<file path="config.mk">
export PLATFORM = sky130hd
export DESIGN_NAME = trig_control
export DESIGN_NICKNAME = d
export VERILOG_FILES = /design/src/trig_pkg.sv /design/src/trig_input_sync.sv /design/src/trig_channel.sv /design/src/trig_control.sv
export VERILOG_INCLUDE_DIRS = /design/src
export SDC_FILE = /design/constraint.sdc
export NUM_CORES = 1
export LEC_CHECK = 0
export ABC_AREA = 1
export ABC_CLOCK_PERIOD_IN_PS = 5800
export BUFFER_PORTS_ARGS = -buffer_cell sky130_fd_sc_hd__buf_2
export CAP_MARGIN = 20
export CORE_UTILIZATION = 60
export CTS_BUF_LIST = sky130_fd_sc_hd__clkbuf_2
export CTS_CLUSTER_SIZE = 30
export DETAILED_ROUTE_END_ITERATION = 8
export PLACE_DENSITY_LB_ADDON = 0.1
export SLEW_MARGIN = 10
export SYNTH_ARGS = -nofsm -noshare
export SYNTH_HDL_FRONTEND = slang
export SYNTH_SLANG_ARGS = --single-unit
</file>
<file path="constraint.sdc">
create_clock -name core_clk_i -period 5.8 [get_ports core_clk_i]
set_input_delay 0.29 -clock core_clk_i [delete_from_list [all_inputs] [get_ports core_clk_i]]
set_output_delay 0.29 -clock core_clk_i [all_outputs]
set_load 0.005 [all_outputs]
</file>
<file path="src/trig_regs.svh">
// Offsets, field values and timing counts for the trigger and exposure block
`ifndef TRIG_REGS_SVH
`define TRIG_REGS_SVH

// Register indices (byte address is four times the index)
`define REG_MODE 4'h0
`define REG_EXPOSURE 4'h1
`define REG_TIMING 4'h2
`define REG_ROUTING 4'h3
`define REG_SOFT_TRIG 4'h4
`define REG_STATUS 4'h5

// Mode setting values
`define MODE_FREERUN 8'h00
`define MODE_BOARD 8'h10
`define MODE_PASS 8'ha0

// Exposure value limit and the board trigger pulse width
`define EXPOSURE_MAX 15'h639c
`define CLK_MHZ 200
`define US_CYCLES (`CLK_MHZ)
`define MS_CYCLES (1000 * `CLK_MHZ)
`define TRIG_PULSE_US 1
`define TRIG_PULSE_CYCLES (`TRIG_PULSE_US * `CLK_MHZ)

`endif

</file>
<file path="src/trig_pkg.sv">
// Types shared by the trigger and exposure block
package trig_pkg;
  typedef enum logic [1:0] {
    ST_IDLE = 2'b00,
    ST_PULSE = 2'b01,
    ST_EXPOSURE_LINE = 2'b10
  } gen_state_type;
  typedef logic [14:0] exposure_type;
endpackage

</file>
<file path="src/trig_input_sync.sv">
// Three-stage synchroniser with rising-edge pulse for one external trigger pin
`timescale 1ns/10ps
`default_nettype none
module trig_input_sync (
  // Clock and reset
  input wire logic core_clk_i,
  input wire logic resetn_i,
  // Pin and result
  input wire logic pin_i,
  output logic rise_o
);
  logic [2:0] sync_q;
  logic [2:0] sync_d;
  logic level_q;
  logic level_d;
  logic rise_q;
  logic rise_d;

  // Level accepted once stages two and three agree; stage one feeds only stage two
  always_comb begin
    sync_d = {sync_q[1:0], pin_i};
    level_d = level_q;
    if (sync_q[2] == sync_q[1]) begin
      level_d = sync_q[2];
    end
    rise_d = level_d & ~level_q;
  end

  always_ff @(posedge core_clk_i) begin
    if (!resetn_i) begin
      sync_q <= 3'h0;
      level_q <= 1'b0;
      rise_q <= 1'b0;
    end else begin
      sync_q <= sync_d;
      level_q <= level_d;
      rise_q <= rise_d;
    end
  end

  assign rise_o = rise_q;
endmodule
`default_nettype wire

</file>
<file path="src/trig_channel.sv">
// Per-camera trigger generator: board pulse, timed exposure, or pass-through
`timescale 1ns/10ps
`default_nettype none
`include "trig_regs.svh"
module trig_channel
  import trig_pkg::*;
(
  // Clock and reset
  input wire logic core_clk_i,
  input wire logic resetn_i,
  // Control
  input wire logic [7:0] trigger_mode_setting_i,
  input wire logic pulse_width_i,
  input wire logic shutter_timing_microsec_i,
  input wire trig_pkg::exposure_type exposure_i,
  input wire logic soft_trig_i,
  input wire logic ext_rise_i,
  // Camera line
  output logic exposure_line_o,
  output logic busy_o
);
  import trig_pkg::*;

  gen_state_type state_q;
  gen_state_type state_d;
  logic [31:0] unit_q;
  logic [31:0] unit_d;
  logic [14:0] left_q;
  logic [14:0] left_d;
  logic line_q;
  logic line_d;
  logic [31:0] unit_len;

  // One time unit in cycles, microsecond or millisecond
  always_comb begin
    unit_len = shutter_timing_microsec_i ? 32'(`US_CYCLES) : 32'(`MS_CYCLES);
  end

  // Trigger sequencing; new triggers while busy are ignored
  always_comb begin
    state_d = state_q;
    unit_d = unit_q;
    left_d = left_q;
    line_d = 1'b0;
    case (state_q)
      ST_IDLE: begin
        if (trigger_mode_setting_i == `MODE_BOARD && soft_trig_i) begin
          if (pulse_width_i) begin
            if (exposure_i != 15'h0) begin
              state_d = ST_EXPOSURE_LINE;
              left_d = exposure_i;
              unit_d = unit_len - 32'h1;
              line_d = 1'b1;
            end
          end else begin
            state_d = ST_PULSE;
            unit_d = 32'(`TRIG_PULSE_CYCLES) - 32'h1;
            line_d = 1'b1;
          end
        end else if (trigger_mode_setting_i == `MODE_PASS && ext_rise_i) begin
          state_d = ST_PULSE;
          unit_d = 32'(`TRIG_PULSE_CYCLES) - 32'h1;
          line_d = 1'b1;
        end
      end
      ST_PULSE: begin
        if (unit_q == 32'h0) begin
          state_d = ST_IDLE;
        end else begin
          unit_d = unit_q - 32'h1;
          line_d = 1'b1;
        end
      end
      ST_EXPOSURE_LINE: begin
        // High for exactly value times unit cycles
        if (unit_q != 32'h0) begin
          unit_d = unit_q - 32'h1;
          line_d = 1'b1;
        end else if (left_q != 15'h1) begin
          left_d = left_q - 15'h1;
          unit_d = unit_len - 32'h1;
          line_d = 1'b1;
        end else begin
          state_d = ST_IDLE;
        end
      end
      default: state_d = ST_IDLE;
    endcase
    // Freerun and external-direct: never drive a trigger
    if (trigger_mode_setting_i == `MODE_FREERUN) begin
      state_d = ST_IDLE;
      line_d = 1'b0;
    end
  end

  always_ff @(posedge core_clk_i) begin
    if (!resetn_i) begin
      state_q <= ST_IDLE;
      unit_q <= 32'h0;
      left_q <= 15'h0;
      line_q <= 1'b0;
    end else begin
      state_q <= state_d;
      unit_q <= unit_d;
      left_q <= left_d;
      line_q <= line_d;
    end
  end

  assign exposure_line_o = line_q;
  assign busy_o = (state_q != ST_IDLE);
endmodule
`default_nettype wire

</file>
<file path="src/trig_control.sv">
// Operation
// - Mode 00: device drives no trigger
// - Mode 10: device generates camera trigger pulse
// - Pulse-width: line high exactly programmed duration
// - Millisecond timing: value 0-25500 in ms
// - Microsecond timing: same value in us
// - Mode A0: forward external trigger to camera
// - Routing: input 0 to both, or separate
// - External direct: configure freerun, drive nothing
`timescale 1ns/10ps
`default_nettype none
`include "trig_regs.svh"
module trig_control
  import trig_pkg::*;
(
  // Clock and reset
  input wire logic core_clk_i,
  input wire logic resetn_i,
  // Register port
  input wire logic [3:0] reg_addr_i,
  input wire logic [31:0] reg_wdata_i,
  input wire logic reg_write_i,
  input wire logic reg_read_i,
  output logic [31:0] reg_rdata_o,
  // External trigger pins
  input wire logic [1:0] ext_trig_i,
  // Camera trigger lines
  output logic [1:0] exposure_line_o
);
  import trig_pkg::*;

  logic [7:0] mode_q;
  logic [7:0] mode_d;
  exposure_type exp_q;
  exposure_type exp_d;
  logic pw_q;
  logic pw_d;
  logic us_q;
  logic us_d;
  logic route_q;
  logic route_d;
  logic [1:0] soft_q;
  logic [1:0] soft_d;
  logic [31:0] rdata_q;
  logic [31:0] rdata_d;
  logic [1:0] line_q;
  logic [1:0] rise;
  logic [1:0] chan_rise;
  logic [1:0] line_w;
  logic [1:0] busy_w;

  // Register writes; soft trigger bits are one-cycle pulses
  always_comb begin
    mode_d = mode_q;
    exp_d = exp_q;
    pw_d = pw_q;
    us_d = us_q;
    route_d = route_q;
    soft_d = 2'h0;
    if (reg_write_i) begin
      case (reg_addr_i)
        `REG_MODE: mode_d = reg_wdata_i[7:0];
        // Values above the limit clamp so the range stays 0-25500
        `REG_EXPOSURE: exp_d = (reg_wdata_i[14:0] > `EXPOSURE_MAX || reg_wdata_i[31:15] != 17'h0) ?
                                `EXPOSURE_MAX : reg_wdata_i[14:0];
        `REG_TIMING: begin
          pw_d = reg_wdata_i[0];
          us_d = reg_wdata_i[1];
        end
        `REG_ROUTING: route_d = reg_wdata_i[0];
        `REG_SOFT_TRIG: soft_d = reg_wdata_i[1:0];
        default: ;
      endcase
    end
  end

  // Read data valid in the cycle after the strobe only; unmapped reads zero
  always_comb begin
    rdata_d = 32'h0;
    if (reg_read_i) begin
      case (reg_addr_i)
        `REG_MODE: rdata_d = {24'h0, mode_q};
        `REG_EXPOSURE: rdata_d = {17'h0, exp_q};
        `REG_TIMING: rdata_d = {30'h0, us_q, pw_q};
        `REG_ROUTING: rdata_d = {31'h0, route_q};
        `REG_STATUS: rdata_d = {28'h0, line_q, busy_w};
        default: rdata_d = 32'h0;
      endcase
    end
  end

  always_ff @(posedge core_clk_i) begin
    if (!resetn_i) begin
      mode_q <= `MODE_FREERUN; // Default freerun
      exp_q <= 15'h0;
      pw_q <= 1'b0;
      us_q <= 1'b0;
      route_q <= 1'b0;
      soft_q <= 2'h0;
      rdata_q <= 32'h0;
      line_q <= 2'h0;
    end else begin
      mode_q <= mode_d;
      exp_q <= exp_d;
      pw_q <= pw_d;
      us_q <= us_d;
      route_q <= route_d;
      soft_q <= soft_d;
      rdata_q <= rdata_d;
      line_q <= line_w;
    end
  end

  // Pins pass the synchroniser and edge detector
  genvar g;
  generate
    for (g = 0; g < 2; g++) begin : gen_in
      trig_input_sync u_sync (
        .core_clk_i(core_clk_i),
        .resetn_i(resetn_i),
        .pin_i(ext_trig_i[g]),
        .rise_o(rise[g])
      );
    end
  endgenerate

  // Routing: combined uses input 0 for both cameras
  assign chan_rise[0] = rise[0];
  assign chan_rise[1] = route_q ? rise[1] : rise[0];

  generate
    for (g = 0; g < 2; g++) begin : gen_ch
      trig_channel u_chan (
        .core_clk_i(core_clk_i),
        .resetn_i(resetn_i),
        .trigger_mode_setting_i(mode_q),
        .pulse_width_i(pw_q),
        .shutter_timing_microsec_i(us_q),
        .exposure_i(exp_q),
        .soft_trig_i(soft_q[g]),
        .ext_rise_i(chan_rise[g]),
        .exposure_line_o(line_w[g]),
        .busy_o(busy_w[g])
      );
    end
  endgenerate

  assign reg_rdata_o = rdata_q;
  assign exposure_line_o = line_q;
endmodule
`default_nettype wire

</file>
==> results.json <==
{
  "r2r-end": "gen_ch[0].u_chan.unit_q[4]$_SDFFE_PN0P_",
  "crit_arrival_ps": 4020,
  "track_usage_pct": 31.8,
  "p_per_area_nw_per_um2": 172,
  "die_h_um": 130,
  "drive_above_1_share_pct": 9.70,
  "antenna_cells": 0,
  "synth_warnings": 0,
  "synthCells": 1606,
  "die_area_um2": 16900,
  "cp_num_buf_inv": 2,
  "area.growth.synth_to_final_pct": 8.60,
  "dr.first_iter.drc_count": 949,
  "end_kind": "flip-flop",
  "synthArstFlopShare_pct": 0,
  "drv_cap": 0,
  "finalMaxSlewViolations": 0,
  "dp_hpwl_um": 18400,
  "worst_path_dominant_cell_family": "compound AO/OA/AOI/OAI gates",
  "cts_inserted_buffers": 17,
  "cp_slowest_stage_delay_ps": 860,
  "hold_viol": 0,
  "dominantRegCellSynth": "dfxtp_1",
  "holdBufCountCts": 26,
  "finalPower_mw": 1.84,
  "fillers": 1468,
  "start_util_pct": 61.8,
  "io_buffers": 58,
  "ff2ff_setup_slack_ps": 2490,
  "ir_drop_mv": 0.172,
  "drc": 0,
  "drt_wl_total_um": 25800,
  "tightest_slew_ps": 1050,
  "cts_tree": "built",
  "start_kind": "flip-flop",
  "path_cells": "inv_1 > ha_1 > clkinv_1 > a21oi_1 > nand2_1 > nand2_1 > nand2_1 > a21oi_1",
  "antenna_found_initial": 0,
  "cellLeakagePower_nw": 5.13,
  "critPathSlowestCell": "ha_1",
  "seq_area_frac_synth_pct": 31.5,
  "path_clk_slew_ps": 270,
  "skew_ps": 42.2,
  "fin_cells": 1897,
  "period_share_pct": 57.1,
  "cp.required_ps": 6510,
  "rows": 46,
  "r2r_cells": 8,
  "grt_pass1_wl_um": 43000,
  "cts-root-buf": "clkbuf_2",
  "rsz0062_at_grt": "false",
  "dp.cells": 1837,
  "maxSlewHeadroom_pct": 30.1,
  "synth-edff-count": 0,
  "nets": 1724,
  "status": "finished clean",
  "clock.fmax_mhz": 302,
  "cts_resized": 0,
  "setup_tns_ps": 0,
  "clkLatencyLatePin_ps": 760,
  "holdPathStages": 4,
  "grt_max_degree": 56,
  "ys_types": 48,
  "min_from": "resetn_i",
  "syn-cell-area_um2": 9850,
  "viasPerCell": 5.44,
  "fp.dieW_um": 130,
  "h-tree-depth": 4,
  "wl_per_cell_um": 13.6,
  "vias": 10300,
  "ys_ff_latch": 155,
  "first_pass_iters": 6,
  "cts_max_path_buffers": 2,
  "timing.rr.start": "gen_ch[0].u_chan.state_q[0]$_SDFFE_PP0P_",
  "place_congestion": 0.915,
  "grt_overflow": 0,
  "hold_ws_ps": 71.8,
  "critical_path_class": "reg2reg",
  "hold_path.class": "in2reg",
  "hold_path_end": "exposure_line_o[1]$_SDFF_PN0_",
  "crit_top_cell": "nand2_1",
  "avgSynthCellArea_um2": 6.14,
  "crit_path_max_fanout": 31,
  "clkSinkCount": 155,
  "grt_pass1_vias": 9184,
  "core_area_um2": 15900,
  "post_cts_buffers": 0,
  "final_antenna_net_count": 0,
  "fin_crit_ps": 3310,
  "finalSetupViolations": 0,
  "ios": 76
}
-- worst min-delay path, cell delays in order --
cell	delay, ps
buf_2	90
buf_4	290
nand2_1	120
inv_1	30
-- power breakdown --
| group | leakage [nW] | internal [mW] | total, mW | switching (mW) |
|---|---|---|---|---|
| clock | 0.149 | 0.182 | 0.647 | 0.465 |
| combinational | 3.74 | 0.0394 | 0.111 | 0.0716 |
| sequential | 1.25 | 1.08 | 1.08 | 0.00475 |
-- per-stage QoR --
stage	instance area (um^2)	utilization, %	worst slack [ps]
final	10700	67.1	2490
after global routing	10700	67.1	2160
after CTS	10700	66.9	2550
after detailed placement	10200	63.7	2570
after global placement	10200	63.7	2680
after floorplan	9910	-	3980
-- flip-flops by register name, summed over array words and instances, names as in the netlist --
signal	flops
gen_in.u_sync.level_q	2
gen_ch.u_chan.exposure_line_o	2
route_q	1
exp_q	15
us_q	1
exposure_line_o	2
soft_q	2
gen_ch.u_chan.state_q	4
mode_q	8
gen_ch.u_chan.unit_q	64
gen_in.u_sync.rise_o	2
gen_in.u_sync.sync_q	6
reg_rdata_o	15
gen_ch.u_chan.left_q	30
pw_q	1
-- synthesized netlist by cell type, types with 3 or more instances --
cell      count  area, um^2
a21oi_1      97         485
a21oi_2      10        87.6
a31oi_1       7        43.8
buf_1         4        15.0
buf_2        10        50.1
buf_4        19         143
clkbuf_1     27         101
dfxtp_1     155        3100
ha_1         14         175
inv_1       198         743
inv_2         3        11.3
nand2_1     416        1560
nand2_2      15        93.8
nand2_4       3        33.8
nand3_1     128         641
nand4_1      40         250
nor2_1      239         897
nor2_2       17         106
nor2_4        7        78.8
nor3_1       32         160
nor3b_1       3        22.5
nor4_1        6        37.5
o211ai_1      3        22.5
o21ai_0      90         450
o21bai_1      9        67.6
o22ai_1       7        43.8
or2_2         4        25.0
xnor2_1       7        61.3
xor2_1       11        96.3
-- layer usage --
metal	GRT usage [%]	up-vias	wire length [um]
li1	-	5248	-
met1	42.3	4671	11800
met2	52.1	335	11800
met3	5.58	60	1690
met4	9.85	0	515
met5	0	-	0
-- worst max path at each step --
stage | from | endpoint | slack, ps | cells past startpoint
after floorplan | gen_ch[1].u_chan.unit_q[0]$_SDFFE_PN0P_ | gen_ch[1].u_chan.left_q[12]$_SDFFE_PN0P_ | 3980 | 12
after global placement | gen_ch[0].u_chan.state_q[0]$_SDFFE_PP0P_ | gen_ch[0].u_chan.left_q[12]$_SDFFE_PN0P_ | 2680 | 9
after detailed placement | gen_ch[0].u_chan.state_q[0]$_SDFFE_PP0P_ | gen_ch[0].u_chan.left_q[14]$_SDFFE_PN0P_ | 2570 | 9
after CTS | gen_ch[0].u_chan.state_q[0]$_SDFFE_PP0P_ | gen_ch[0].u_chan.left_q[14]$_SDFFE_PN0P_ | 2550 | 9
after global routing | gen_ch[0].u_chan.state_q[0]$_SDFFE_PP0P_ | gen_ch[0].u_chan.unit_q[4]$_SDFFE_PN0P_ | 2160 | 8
final | gen_ch[0].u_chan.state_q[0]$_SDFFE_PP0P_ | gen_ch[0].u_chan.unit_q[4]$_SDFFE_PN0P_ | 2490 | 8
-- cell usage in the layout, fill, tap and decap left out, drive strengths merged, types with 32 or more instances in the layout --
cell / synthesis / layout
nand4: 40 / 40
inv: 202 / 212
buf: 36 / 64
nand3: 131 / 131
nand2: 434 / 434
a21oi: 109 / 109
nor2: 264 / 264
o21ai: 91 / 91
dfxtp: 155 / 155
nor3: 32 / 32
-- final cells by class --
class	instances	area, um^2	area share, %
Sequential cell	155	3100	29.0
Inverter	204	771	7.20
Tap cell	216	270	2.53
Multi-Input combinational cell	1200	5690	53.2
Clock inverter	15	170	1.59
Timing Repair Buffer	90	611	5.71
Clock buffer	17	85.1	0.795
-- cells by family (layout without fill, tap and decap cells) --
| family | Yosys count | count (layout) | share of synthesized area, % |
|---|---|---|---|
| simple gates | 915 | 915 | 40.3 |
| fa+ha+maj | 14 | 14 | 1.78 |
| other cells | 1 | 17 | 0.0381 |
| xor+xnor | 18 | 18 | 1.60 |
| compound gates | 236 | 236 | 13.4 |
| flops | 155 | 155 | 31.5 |
| buf+inv | 267 | 326 | 11.4 |
(Power assumes the default switching activity.)
